**src/common/pll_config_control_map.vh**
```
// Constants for the PLL configuration control block
`ifndef PLL_CONFIG_CONTROL_MAP_VH
`define PLL_CONFIG_CONTROL_MAP_VH
`define PD_NORMAL      2'h0
`define PD_ASYNC       2'h1
`define PD_RESET       2'h1
`define CP_HIGHZ       2'h0
`define CP_NORMAL      2'h3
`define CP_PUMP_UP     2'h1
`define CP_PUMP_DOWN   2'h2
`define CP_MODE_RESET  2'h3
`define CP_CUR_RESET   3'h7
`define ABL_RESET      2'h0
`define REFSEL_SE      1'h0
`define REFSEL_DIFF    1'h1
`define CAL_STEP_INIT  6'h10
`define BAND_W         6
`define BAND_RESET     6'h20
`define BAND_MAX       6'h3F
`endif

```
**src/rtl/pll_config_control.v**
```verilog
// Register-driven control logic of an integer-N PLL synthesizer
// Overview of operation
// - Two-bit field selects antibacklash pulse width
// - Pump mode: high-Z, normal, up, down
// - Pump current in eight equal steps
// - Normal mode: detector drives pump up/down
// - Calibration picks VCO band for target
// - All reference receivers off after reset
// - Reference type chosen by reference control
// - Differential receiver off unless selected, enabled, PLL on
// - Single-ended buffer off on PLL or own down
// - Differential mode forces single-ended buffers off
// - Offset bit lowers single-ended bias point
// - Crystal enable turns on maintaining amplifier
// - Doubler presents twice reference frequency
// - Power-down field 00 normal, 01 reset default
// - Polarity bit flips detector sense, external VCO
`timescale 1ns/1ps
`default_nettype none
`include "pll_config_control_map.vh"
module pll_config_control #(
  parameter BAND_W = `BAND_W
) (
  input  wire              clk,              // 20 MHz clock
  input  wire              sys_rst,          // Synchronous reset, high
  input  wire              io_update,        // Apply staged settings pulse
  input  wire [1:0]        pll_pd_wr,        // Staged PLL power-down
  input  wire [1:0]        abl_width_wr,     // Staged antibacklash select
  input  wire [1:0]        cp_mode_wr,       // Staged pump mode
  input  wire [2:0]        cp_current_wr,    // Staged pump current
  input  wire              pfd_neg_wr,       // Staged detector polarity
  input  wire              ext_vco_wr,       // Staged external VCO use
  input  wire              ref_diff_wr,      // Staged differential select
  input  wire              ref_one_pd_wr,    // Staged reference_one down
  input  wire              ref_two_pd_wr,    // Staged reference_two down
  input  wire              ref_one_en_wr,    // Staged reference_one on
  input  wire              ref_two_en_wr,    // Staged reference_two on
  input  wire              ref_diff_en_wr,   // Staged differential on
  input  wire              se_offset_wr,     // Staged bias offset
  input  wire              crystal_amp_wr,   // Staged crystal amp enable
  input  wire              doubler_wr,       // Staged doubler enable
  input  wire              vco_cal_wr,       // Staged calibrate bit
  input  wire              ref_div_out,      // R divider output
  input  wire              fb_div_out,       // N divider output
  input  wire              vco_above,        // VCO above target, cal
  input  wire              reference_in,     // Reference before doubler
  output reg               pump_up_q,        // Pump up command
  output reg               pump_down_q,      // Pump down command
  output reg               pump_highz_q,     // Pump output high-Z
  output reg  [1:0]        abl_width_q,      // Antibacklash select
  output reg  [2:0]        cp_current_q,     // Pump current step
  output reg               pll_pd_q,         // PLL powered down
  output reg               diff_rx_pd_q,     // Differential rx down
  output reg               ref_one_pd_q,     // reference_one buffer down
  output reg               ref_two_pd_q,     // reference_two buffer down
  output reg               se_offset_q,      // Bias offset on
  output reg               crystal_amp_enable, // Maintaining amp on
  output reg               doubler_en_q,     // Doubler on
  output reg               ref_path_q,       // Reference to PLL path
  output reg  [BAND_W-1:0] vco_band_q,       // VCO tuning band
  output reg               cal_busy_q,       // Calibration in progress
  output reg               cal_done_q        // Calibration finished
);

  // Calibration sequencer states
  localparam [1:0] CAL_IDLE   = 2'h0;
  localparam [1:0] CAL_SEARCH = 2'h1;
  localparam [1:0] CAL_DONE   = 2'h2;

  // Applied copies of staged fields
  reg [1:0]        pd_q;
  reg [1:0]        mode_q;
  reg              neg_q;
  reg              ext_q;
  reg              diff_q;
  reg              one_pd_q;
  reg              two_pd_q;
  reg              one_en_q;
  reg              two_en_q;
  reg              diff_en_q;
  reg              cal_q;

  // Derived controls and their next values
  wire             pll_off;
  wire             pol_neg;
  wire             up_raw;
  wire             down_raw;
  wire             diff_sel;
  wire [1:0]       se_own_pd;
  wire [1:0]       se_own_en;
  wire [1:0]       se_pd_d;
  reg              pump_up_d;
  reg              pump_down_d;
  reg              pump_highz_d;
  reg              pll_pd_d;
  reg              diff_rx_pd_d;
  reg              ref_path_d;
  reg              ref_prev_q;

  // Calibration state and next values
  reg [1:0]        cal_state_q;
  reg [1:0]        cal_state_d;
  reg              cal_prev_q;
  reg [BAND_W-1:0] step_q;
  reg [BAND_W-1:0] step_d;
  reg [BAND_W-1:0] vco_band_d;
  reg              cal_busy_d;
  reg              cal_done_d;
  wire             cal_start;

  // Staged fields reach the applied copies only on io_update
  always @(posedge clk) begin
    if (sys_rst) begin
      pd_q         <= `PD_RESET;
      abl_width_q  <= `ABL_RESET;
      mode_q       <= `CP_MODE_RESET;
      cp_current_q <= `CP_CUR_RESET;
      neg_q        <= 1'b0;
      ext_q        <= 1'b0;
      diff_q       <= `REFSEL_SE;
      one_pd_q     <= 1'b0;
      two_pd_q     <= 1'b0;
      one_en_q     <= 1'b0;
      two_en_q     <= 1'b0;
      diff_en_q    <= 1'b0;
      se_offset_q  <= 1'b0;
      crystal_amp_enable <= 1'b0;
      doubler_en_q <= 1'b0;
      cal_q        <= 1'b0;
    end else if (io_update) begin
      pd_q         <= pll_pd_wr;
      abl_width_q  <= abl_width_wr;
      mode_q       <= cp_mode_wr;
      cp_current_q <= cp_current_wr;
      neg_q        <= pfd_neg_wr;
      ext_q        <= ext_vco_wr;
      diff_q       <= ref_diff_wr;
      one_pd_q     <= ref_one_pd_wr;
      two_pd_q     <= ref_two_pd_wr;
      one_en_q     <= ref_one_en_wr;
      two_en_q     <= ref_two_en_wr;
      diff_en_q    <= ref_diff_en_wr;
      se_offset_q  <= se_offset_wr;
      crystal_amp_enable <= crystal_amp_wr;
      doubler_en_q <= doubler_wr;
      cal_q        <= vco_cal_wr;
    end
  end

  // Only 00 runs the PLL; other codes hold it down
  assign pll_off  = (pd_q != `PD_NORMAL);
  // Polarity applies only with an external VCO
  assign pol_neg  = neg_q & ext_q;
  assign up_raw   = pol_neg ? fb_div_out : ref_div_out;
  assign down_raw = pol_neg ? ref_div_out : fb_div_out;
  assign diff_sel = (diff_q == `REFSEL_DIFF);

  // Pump and receiver next values
  always @* begin
    pll_pd_d     = pll_off;
    pump_highz_d = pll_off | (mode_q == `CP_HIGHZ);
    pump_up_d    = 1'h0;
    pump_down_d  = 1'h0;
    case (mode_q)
      `CP_NORMAL: begin
        // Both high clears as the antibacklash overlap
        pump_up_d   = ~pll_off & up_raw & ~down_raw;
        pump_down_d = ~pll_off & down_raw & ~up_raw;
      end
      `CP_PUMP_UP: begin
        pump_up_d   = ~pll_off;
        pump_down_d = 1'h0;
      end
      `CP_PUMP_DOWN: begin
        pump_up_d   = 1'h0;
        pump_down_d = ~pll_off;
      end
      default: begin
        pump_up_d   = 1'h0;
        pump_down_d = 1'h0;
      end
    endcase
    diff_rx_pd_d = pll_off | ~diff_sel | ~diff_en_q;
  end

  // Single-ended buffers, one per shared reference pin
  assign se_own_pd = {two_pd_q, one_pd_q};
  assign se_own_en = {two_en_q, one_en_q};
  genvar g;
  generate
    for (g = 0; g < 2; g = g + 1) begin : g_se_buf
      assign se_pd_d[g] = pll_off | se_own_pd[g] | ~se_own_en[g]
                          | diff_sel;
    end
  endgenerate

  // Output flip-flops
  always @(posedge clk) begin
    if (sys_rst) begin
      // Every reference receiver stays off until the host enables it
      pump_up_q    <= 1'h0;
      pump_down_q  <= 1'h0;
      pump_highz_q <= 1'h1;
      pll_pd_q     <= 1'h1;
      diff_rx_pd_q <= 1'h1;
      ref_one_pd_q <= 1'h1;
      ref_two_pd_q <= 1'h1;
    end else begin
      pump_up_q    <= pump_up_d;
      pump_down_q  <= pump_down_d;
      pump_highz_q <= pump_highz_d;
      pll_pd_q     <= pll_pd_d;
      diff_rx_pd_q <= diff_rx_pd_d;
      ref_one_pd_q <= se_pd_d[0];
      ref_two_pd_q <= se_pd_d[1];
    end
  end

  // Doubler: a pulse on each edge of the reference doubles its rate
  always @* begin
    if (doubler_en_q)
      ref_path_d = reference_in ^ ref_prev_q;
    else
      ref_path_d = reference_in;
  end

  always @(posedge clk) begin
    if (sys_rst) begin
      ref_prev_q <= 1'h0;
      ref_path_q <= 1'h0;
    end else begin
      ref_prev_q <= reference_in;
      ref_path_q <= ref_path_d;
    end
  end

  // Calibration: binary search of the band on a rising calibrate bit
  assign cal_start = cal_q & ~cal_prev_q & ~pll_off;

  // Step halves each cycle, so the search ends in BAND_W-1 moves
  always @* begin
    cal_state_d = cal_state_q;
    step_d      = step_q;
    vco_band_d  = vco_band_q;
    cal_busy_d  = cal_busy_q;
    cal_done_d  = cal_done_q;
    case (cal_state_q)
      CAL_IDLE: begin
        if (cal_start) begin
          vco_band_d  = `BAND_RESET;
          step_d      = `CAL_STEP_INIT;
          cal_busy_d  = 1'h1;
          cal_done_d  = 1'h0;
          cal_state_d = CAL_SEARCH;
        end
      end
      CAL_SEARCH: begin
        if (step_q == {BAND_W{1'b0}}) begin
          cal_busy_d  = 1'h0;
          cal_done_d  = 1'h1;
          cal_state_d = CAL_DONE;
        end else begin
          // Step down while the VCO runs above target, else up
          if (vco_above)
            vco_band_d = vco_band_q - step_q;
          else
            vco_band_d = vco_band_q + step_q;
          step_d = step_q >> 1;
        end
      end
      CAL_DONE: begin
        // Wait for the host to clear the bit before rearming
        if (~cal_q)
          cal_state_d = CAL_IDLE;
      end
      default: cal_state_d = CAL_IDLE;
    endcase
  end

  // Calibration flip-flops
  always @(posedge clk) begin
    if (sys_rst) begin
      cal_state_q <= CAL_IDLE;
      cal_prev_q  <= 1'h0;
      vco_band_q  <= `BAND_RESET;
      step_q      <= `CAL_STEP_INIT;
      cal_busy_q  <= 1'h0;
      cal_done_q  <= 1'h0;
    end else begin
      cal_prev_q  <= cal_q;
      cal_state_q <= cal_state_d;
      step_q      <= step_d;
      vco_band_q  <= vco_band_d;
      cal_busy_q  <= cal_busy_d;
      cal_done_q  <= cal_done_d;
    end
  end

endmodule // pll_config_control
`default_nettype wire

```
**config.mk**
```make
export PLATFORM = sky130hd
export DESIGN_NAME = pll_config_control
export DESIGN_NICKNAME = d
export VERILOG_FILES = /design/src/rtl/pll_config_control.v
export VERILOG_INCLUDE_DIRS = /design/src /design/src/common
export SDC_FILE = /design/constraint.sdc
export NUM_CORES = 1
export LEC_CHECK = 0
export ABC_CLOCK_PERIOD_IN_PS = 2800
export BUFFER_PORTS_ARGS = -buffer_cell sky130_fd_sc_hd__buf_2
export CORE_UTILIZATION = 30
export CTS_CLUSTER_DIAMETER = 80
export DETAILED_ROUTE_END_ITERATION = 12
export GPL_ROUTABILITY_DRIVEN = 1
export SLEW_MARGIN = 20
export SYNTH_ARGS = -nofsm -noshare
export SYNTH_HDL_FRONTEND = slang
export SYNTH_SLANG_ARGS = --single-unit
```
**constraint.sdc**
```tcl
create_clock -name clk -period 2.8 [get_ports clk]
set_input_delay 0.56 -clock clk [delete_from_list [all_inputs] [get_ports clk]]
set_output_delay 0.56 -clock clk [all_outputs]
set_load 0.02 [all_outputs]
```
==> results of run 1 <==
cells in the final DEF, fill, tap and decap left out, drive strengths merged, types with 2 or more instances in the layout:
cell,Yosys,layout
buf,4,53
dfxtp,46,46
nor2,25,25
mux2i,16,16
nand2,15,15
a21oi,15,15
nor2b,13,13
nor3,8,8
inv,7,8
nand3,7,7
ha,7,7
a211o,6,6
clkbuf,5,5
nand2b,4,4
nor3b,4,4
nand3b,3,3
o21a,3,3
nor4,3,3
xnor2,2,2
o31a,2,2
and3,2,2
o21ai,2,2
layer usage:
layer / up-vias / part of all wire, % / GRT usage (%)
li1: 819 / - / -
met1: 740 / 46 / 14.5
met2: 33 / 47 / 21.0
met3: 2 / 6.2 / 4.07
met4: 0 / 0.94 / 4.48
met5: - / 0 / 0
where the power goes:
group          leakage (nW)  switching (mW)  internal (mW)  total (mW)
clock                0.0585           0.231          0.268       0.499
sequential            0.377          0.0139          0.679       0.693
combinational         0.599          0.0669         0.0541       0.121
how the worst min path moves through the flow:
| stage | start | to | slack [ns] | cells after the start |
|---|---|---|---|---|
| after global routing | diff_en_q | diff_rx_pd_q | 0.44 | 1 |
| final | diff_en_q | diff_rx_pd_q | 0.40 | 1 |
| after detailed placement | diff_en_q | diff_rx_pd_q | 0.38 | 1 |
| after CTS | diff_en_q | diff_rx_pd_q | 0.40 | 1 |
| after global placement | diff_en_q | diff_rx_pd_q | 0.38 | 1 |
| after floorplan | diff_en_q | diff_rx_pd_q | 0.37 | 1 |
cell type report:
cell class,count,share of cell area (%)
multi-input combinational,147,40.3
sequential,46,38.5
timing repair buffer,53,11.3
tap,77,4.03
clock buffer,5,2.88
clock inverter,3,1.83
inverter,7,1.10
cells by family (layout without fill, tap and decap cells):
group | Yosys count | count (layout) | share of synthesized area, %
adder cells (fa/ha/maj) | 8 | 8 | 5.52
buffers and inverters | 16 | 68 | 3.34
AO/OA/AOI/OAI | 31 | 31 | 10.2
multiplexers | 17 | 17 | 8.79
XOR/XNOR | 3 | 3 | 1.35
flip-flops | 46 | 46 | 47.2
AND/OR/NAND/NOR | 88 | 88 | 23.6
critical path, stage by stage, from the launching register on:
cell	delay (ns)
dfxtp_1	0.38
inv_1	0.06
ha_1	0.28
mux2_2	0.29
inv_1	0.06
ha_1	0.21
nor2b_1	0.14
o31a_1	0.26
o22ai_1	0.20
a21oi_1	0.07
nor4_1	0.26
flip-flops by register name, summed over array words and instances (netlist names), 2 cells and up:
register,count
mode_q,2
cal_state_q,2
vco_band_q,6
step_q,5
abl_width_q,2
pd_q,2
cp_current_q,3
stage by stage:
step	total power, mW	utilization [%]
after floorplan	0.786	-
after global placement	0.830	36.1
after detailed placement	0.832	36.1
after CTS	1.34	37.9
after global routing	1.38	37.9
final	1.31	37.9
==> flow_summary.ini, run 1 <==
[yosys]
ys_async_sr_fraction_pct = 0
ys_warn_count = 0
synth_seq_area_share_pct = 47.2
ys_types = 34
syn_area_um2 = 1950
synth-main-ff-cell = dfxtp_1
synth_edf_count = 0
synth.most_common_cell = dfxtp_1
ys_top_cells_by_area = dfxtp_1, mux2i_1, nor2_1
synth-seq-cells = 46
syn_inst = 209
synth_top_area_share_pct = 47.2
synth_nets = 245
synth_common_cells = dfxtp_1, nor2_1, mux2i_1, a21oi_1, nand2_1
yosys.area.top_type = dfxtp_1
avgSynthCellArea_um2 = 9.33

[clock_tree]
postCtsHoldBufs = 0
cts_setup_buffers = 0
clockBufferDepth = 2
numCtsBuffers = 5
htreeDepth = 2
cts.reportedPaths.clkPinSlew_ns = 0.09
postCtsResizedCells = 0
clk_latency_ns = 0.30
root_buffer = clkbuf_8
cts.sinks = 46
cts_tree = done

[sta]
relSlewSlack_pct = 47.9
tns_ns = 0
finalSetupViolCount = 0
clock_skew_ns = 0.00987
finalCritPeriodShare_pct = 81.6
finalWorstSetupSlack_ns = 0.515
drv_slew = 0
grt_setup_unrepaired = false
fin_crit_ns = 2.29
holdWs_ns = 0.402
hold_viol_final = 0
worst_slew_pin_slew_ns = 0.781
fmax_mhz = 438

[critical_path]
end_kind = flip-flop
cp.required_ns = 3.01
timing.rr.start = step_q[0]
crit_start = step_q[0]
rr_worst_depth = 10
setup.worst_path.start_class = flip-flop
crit_path_max_fanout = 4
endpoint = vco_band_q[5]
cp_data_arrival_time_ns = 2.50
critPathKind = reg -> reg
timing.rr.end = vco_band_q[5]
r2r_slack_ns = 0.51

[flow_run]
max_cap_viol_count = 0

[final_layout]
area_growth_pct = 22.6
antennaDiodeCount = 0
fin_nets = 296
n_fill_cell = 680
fin_area_um2 = 2390
instances_no_fill = 338
multi_input_comb_area_um2 = 963
drive_gt1_share_pct = 24.9
layout.area.seq_um2 = 921

[global_routing]
grt-ovfl-total = 0
grtUsageTotal_pct = 12.4
first_global_vias = 1502
grt_first_pass_wirelength_um = 6420
grt_max_degree = 43
antenna_found_initial = 0

[routing]
dr_total_vias = 1594
drtAntennaViolNets = 0
drt-pass1-iter-count = 4
drtIter0Drc = 40
wirelength_um = 3820
wl_per_cell_um = 11.3
routed_via_density = 4.72
drc = 0

[floorplanning]
dieHeight_um = 82.6
core_um2 = 6310
die_area_um2 = 6820
initial_core_util_pct = 30.9
pin_count = 52
die_w_um = 82.6
row_count = 29

[placement]
place_inst = 330
dp_hpwl_um = 2760
place_congestion = 0.719
postPlaceCellArea_um2 = 2280
port_buffers = 51
post-place-ws_ns = 0.448

[min_path]
worstHoldPathType = reg -> reg

[pwr]
power_per_cell_area_nw_per_um2 = 549
vdd_drop_max_mv = 0.276
p_leak_nw = 1.03

[outcome]
status = completed
Note: power is estimated with default switching activity, not from simulation.
==> run 2, diff against run 1 <==
--- a/config.mk
+++ b/config.mk
@@ -6,7 +6,7 @@
 export SDC_FILE = /design/constraint.sdc
 export NUM_CORES = 1
 export LEC_CHECK = 0
-export ABC_CLOCK_PERIOD_IN_PS = 2800
+export ABC_CLOCK_PERIOD_IN_PS = 2350
 export BUFFER_PORTS_ARGS = -buffer_cell sky130_fd_sc_hd__buf_2
 export CORE_UTILIZATION = 30
 export CTS_CLUSTER_DIAMETER = 80
==> constraint.sdc (replaced) <==
create_clock -name clk -period 2.35 [get_ports clk]
set_input_delay 0.47 -clock clk [delete_from_list [all_inputs] [get_ports clk]]
set_output_delay 0.47 -clock clk [all_outputs]
set_load 0.02 [all_outputs]
==> run 2 against run 1 <==
Against the previous run:
- non-clock buffer count fell by 1
- maximum frequency rose by 5.4%
- power rose by 18%
- first-iteration DRC count fell by 30%
- critical path type unchanged
- sequential cell count did not move
- combinational power rose by 21%
- final cell count fell by 0.30%
- clock power rose by 16%
- largest power group unchanged
==> flow_summary.ini, run 2 (synthesis gave the netlist of run 1 again) <==
[sta]
grt_setup_unrepaired = false
finalSetupViolCount = 0
worst_slew_pin_slew_ns = 0.645
holdWs_ns = 0.379
fin_crit_ns = 2.17
hold_viol_final = 0
finalCritPeriodShare_pct = 92.3
finalWorstSetupSlack_ns = 0.181
drv_slew = 0
relSlewSlack_pct = 57.0
fmax_mhz = 461
tns_ns = 0
clock_skew_ns = 0.00685

[critical_path]
crit_path_max_fanout = 4
cp.required_ns = 2.55
r2r_slack_ns = 0.18
end_kind = flip-flop
critPathKind = reg -> reg
setup.worst_path.start_class = flip-flop
cp_data_arrival_time_ns = 2.37

[clock_tree]
clockBufferDepth = 2
root_buffer = clkbuf_8
cts.sinks = 46
cts.reportedPaths.clkPinSlew_ns = 0.09
cts_setup_buffers = 0
clk_latency_ns = 0.29
numCtsBuffers = 5
postCtsHoldBufs = 0
htreeDepth = 2
cts_tree = done

[global_routing]
grtUsageTotal_pct = 12.0
grt-ovfl-total = 0
antenna_found_initial = 0
grt_first_pass_wirelength_um = 6210
grt_max_degree = 42
first_global_vias = 1415

[placement]
place_inst = 329
place_congestion = 0.722
port_buffers = 51
post-place-ws_ns = 0.0285
dp_hpwl_um = 2790

[min_path]
worstHoldPathType = in -> reg

[outcome]
status = completed

[pwr]
vdd_drop_max_mv = 0.414
power_per_cell_area_nw_per_um2 = 649
p_leak_nw = 1.03

[routing]
drc = 0
dr_total_vias = 1592
drtAntennaViolNets = 0
routed_via_density = 4.72
drt-pass1-iter-count = 4
drtIter0Drc = 28
wl_per_cell_um = 11.6
wirelength_um = 3910

[final_layout]
instances_no_fill = 337
reg_top3 = vco_band_q: 6 flops, step_q: 5 flops, cp_current_q: 3 flops
fin_nets = 295
largest_reg_flops = 6
area_growth_pct = 22.5
antennaDiodeCount = 0
max_flop_register = vco_band_q
mostFrequentLayoutCells = buf_2, dfxtp_1, nor2_1
layout_commonest_cell = buf_2
drive_gt1_share_pct = 25.4

[floorplanning]
row_count = 29
core_um2 = 6310
dieHeight_um = 82.6
initial_core_util_pct = 30.9
die_area_um2 = 6820
pin_count = 52
die_w_um = 82.6

[flow_run]
max_cap_viol_count = 0
[run 2: layout make-up]
| type | count | area [um^2] |
|---|---|---|
| multi-input cells | 147 | 973 |
| clock buffers | 7 | 76.3 |
| repair buffers | 52 | 263 |
| fillers | 678 | 3930 |
| clock inverters | 1 | 30.0 |
| flip-flops and latches | 46 | 923 |
| inverters | 7 | 26.3 |
| well taps | 77 | 96.3 |
[run 2: final timing paths]
kind,to,cells past startpoint,startpoint
setup reg to reg,vco_band_q[5],10,step_q[0]
hold reg to reg,diff_rx_pd_q,1,diff_en_q
setup / recovery,vco_band_q[5],10,step_q[0]
hold / removal,cp_current_q[1],2,cp_current_wr[1]
[run 2: report_power, final]
part,leakage (nW),switching (mW),internal [mW]
Combinational,0.596,0.0818,0.0643
Sequential,0.378,0.0167,0.809
Clock,0.0524,0.259,0.318
Total,1.03,0.357,1.19
[run 2: worst max-delay path, stage by stage, from the launching register on]
cell and delay [ns]:
dfxtp_2 0.36, inv_1 0.05, ha_1 0.27, mux2_2 0.28
inv_1 0.06, ha_1 0.21, nor2b_1 0.14, o31a_1 0.26
o22ai_2 0.13, a21oi_1 0.06, nor4_1 0.26
[run 2: timing repair]
action                                 4_1_cts  5_1_grt
endpoints found under the hold margin        0        0
setup endpoints to repair                    0        2
gates resized for setup                      0        4
[run 2: layer usage]
layer	share of wire, %	vias up	global-route usage (%)
met5	0	-	0
met4	0.56	0	4.14
met3	4.8	2	4.07
met2	47	36	20.1
met1	48	737	14.4
li1	-	817	-
[run 2: stage by stage]
stage / cell area [um^2] / util [%] / total power [mW]
2_1_floorplan: 1950 / - / 0.936
3_3_place_gp: 2270 / 35.9 / 0.988
3_5_place_dp: 2270 / 35.9 / 0.991
4_1_cts: 2380 / 37.6 / 1.57
5_1_grt: 2390 / 37.8 / 1.62
6_report: 2390 / 37.8 / 1.55
==> run 3, diff against run 2 <==
--- a/config.mk
+++ b/config.mk
@@ -8,7 +8,7 @@
 export LEC_CHECK = 0
 export ABC_CLOCK_PERIOD_IN_PS = 2350
 export BUFFER_PORTS_ARGS = -buffer_cell sky130_fd_sc_hd__buf_2
-export CORE_UTILIZATION = 30
+export CORE_UTILIZATION = 38
 export CTS_CLUSTER_DIAMETER = 80
 export DETAILED_ROUTE_END_ITERATION = 12
 export GPL_ROUTABILITY_DRIVEN = 1
@@ -16,3 +16,4 @@
 export SYNTH_ARGS = -nofsm -noshare
 export SYNTH_HDL_FRONTEND = slang
 export SYNTH_SLANG_ARGS = --single-unit
+export TNS_END_PERCENT = 1
==> run 3 against run 2 <==
Against the previous run:
- power is 7.3% lower
- routed wire length is 4.4% lower
- largest cell class unchanged
- final cell count is 3.0% lower
- core utilization is 11 points higher
- sequential share of layout area is 0.53 points higher
- register-to-register slack hardly changed
- non-clock buffer count stayed put
- cell area is 1.4% lower
- clock power is 19% lower
==> flow_summary.ini, run 3 (synthesis gave the netlist of run 1 again) <==
[min_path]
worstHoldPathType = in -> reg
worstHoldStart = cp_current_wr[2]

[global_routing]
grtUsageTotal_pct = 14.9
grt_first_pass_wirelength_um = 6130
met1_usage_pct = 19.2
grt_util_met2_pct = 22.9
grt-ovfl-total = 0
grt_max_degree = 39
top_usage_layer = met2
use_met3_pct = 4.66
antenna_found_initial = 0
first_global_vias = 1452

[critical_path]
critPathKind = reg -> reg
rr_worst_depth = 10
end_kind = flip-flop
timing.rr.start = step_q[0]
endpoint = vco_band_q[5]
cp.required_ns = 2.55
r2r_slack_ns = 0.19
timing.rr.end = vco_band_q[5]
crit_path_max_fanout = 4
cp_data_arrival_time_ns = 2.36
setup.worst_path.start_class = flip-flop
crit_start = step_q[0]

[sta]
hold_viol_final = 0
worst_slew_pin_slew_ns = 0.637
clock_skew_ns = 0.00564
fin_crit_ns = 2.16
holdWs_ns = 0.379
grt_setup_unrepaired = false
drv_slew = 0
finalCritPeriodShare_pct = 92.0
relSlewSlack_pct = 57.5
finalSetupViolCount = 0
fmax_mhz = 463
tns_ns = 0

[routing]
wirelength_um = 3740
drc = 0
dr_total_vias = 1565
drtIter0Drc = 50
drt-pass1-iter-count = 4
wl_per_cell_um = 11.4
drtAntennaViolNets = 0
routed_via_density = 4.79

[floorplanning]
dieHeight_um = 73.6
die_area_um2 = 5420
initial_core_util_pct = 40.5
row_count = 25
core_um2 = 4820
die_w_um = 73.6
pin_count = 52

[placement]
dp_hpwl_um = 2700
place_congestion = 0.771
port_buffers = 51

[pwr]
vdd_drop_max_mv = 0.405
p_leak_nw = 1.02
power_per_cell_area_nw_per_um2 = 610

[clock_tree]
root_buffer = clkbuf_8
cts.sinks = 46
cts.reportedPaths.clkPinSlew_ns = 0.08
clk_latency_ns = 0.29
cts_setup_buffers = 0
htreeDepth = 2
postCtsHoldBufs = 0
clockBufferDepth = 2
cts_tree = done
numCtsBuffers = 5

[final_layout]
antennaDiodeCount = 0
area_growth_pct = 20.9
fin_nets = 295
reg_top3 = vco_band_q: 6 flops, step_q: 5 flops, cp_current_q: 3 flops
drive_gt1_share_pct = 25.8
max_flop_register = vco_band_q
layout_commonest_cell = buf_2
mostFrequentLayoutCells = buf_2, dfxtp_1, nor2_1
largest_reg_flops = 6

[outcome]
status = completed

[flow_run]
max_cap_viol_count = 0
run 3: cell types whose count changed in the layout (fill, tap and decap cells not counted), sizes merged:
cell and delta:
bufinv -1, clkinv +2, clkbuf -1
run 3: what timing repair did:
item / in CTS / in global routing
resized for setup: 0 / 4
endpoints found under the hold margin: 0 / 0
setup endpoints to repair: 0 / 3
run 3: metal layers:
metal / routed length [um] / share of wire, %
met1: 1870 / 50
met5: 0 / 0
met3: 214 / 5.7
met2: 1600 / 43
met4: 53 / 1.4
run 3: report_power, final:
part / internal (mW) / switching [mW] / leakage (nW)
sequential: 0.809 / 0.0169 / 0.378
combinational: 0.0642 / 0.0810 / 0.596
clock: 0.210 / 0.255 / 0.0452
run 3: final cells by class:
type,count,area [um^2]
clock buffers,6,72.6
clock inverters,2,13.8
flip-flops and latches,46,923
repair buffers,52,263
inverters,7,26.3
well taps,67,83.8
fillers,484,2460
multi-input cells,147,973
run 3: how the worst min path moves through the flow:
stage / end / slack [ns] / cells after the start
global placement: diff_rx_pd_q / 0.37 / 1
finish: cp_current_q[2] / 0.38 / 2
global route: cp_current_q[0] / 0.37 / 2
CTS: cp_current_q[2] / 0.37 / 2
detailed placement: diff_rx_pd_q / 0.38 / 1
floorplan: diff_rx_pd_q / 0.37 / 1
run 3: stage by stage:
stage	cell area [um^2]	instances	setup slack (ns)	total power, mW	utilization, %
2_1_floorplan	1950	209	0.241	0.936	-
3_3_place_gp	2260	319	0.133	0.989	46.9
3_5_place_dp	2260	319	0.0999	0.990	46.9
4_1_cts	2340	327	0.0556	1.46	48.6
5_1_grt	2360	327	0.0188	1.51	48.9
6_report	2360	327	0.189	1.44	48.9
run 3: critical path, cell delays in order, from the launching register on:
cell and delay [ns]:
dfxtp_2 0.35, inv_1 0.05, ha_1 0.28, mux2_2 0.29, inv_1 0.06, ha_1 0.21, nor2b_1 0.14, o31a_1 0.27
o22ai_2 0.13, a21oi_1 0.06, nor4_1 0.23
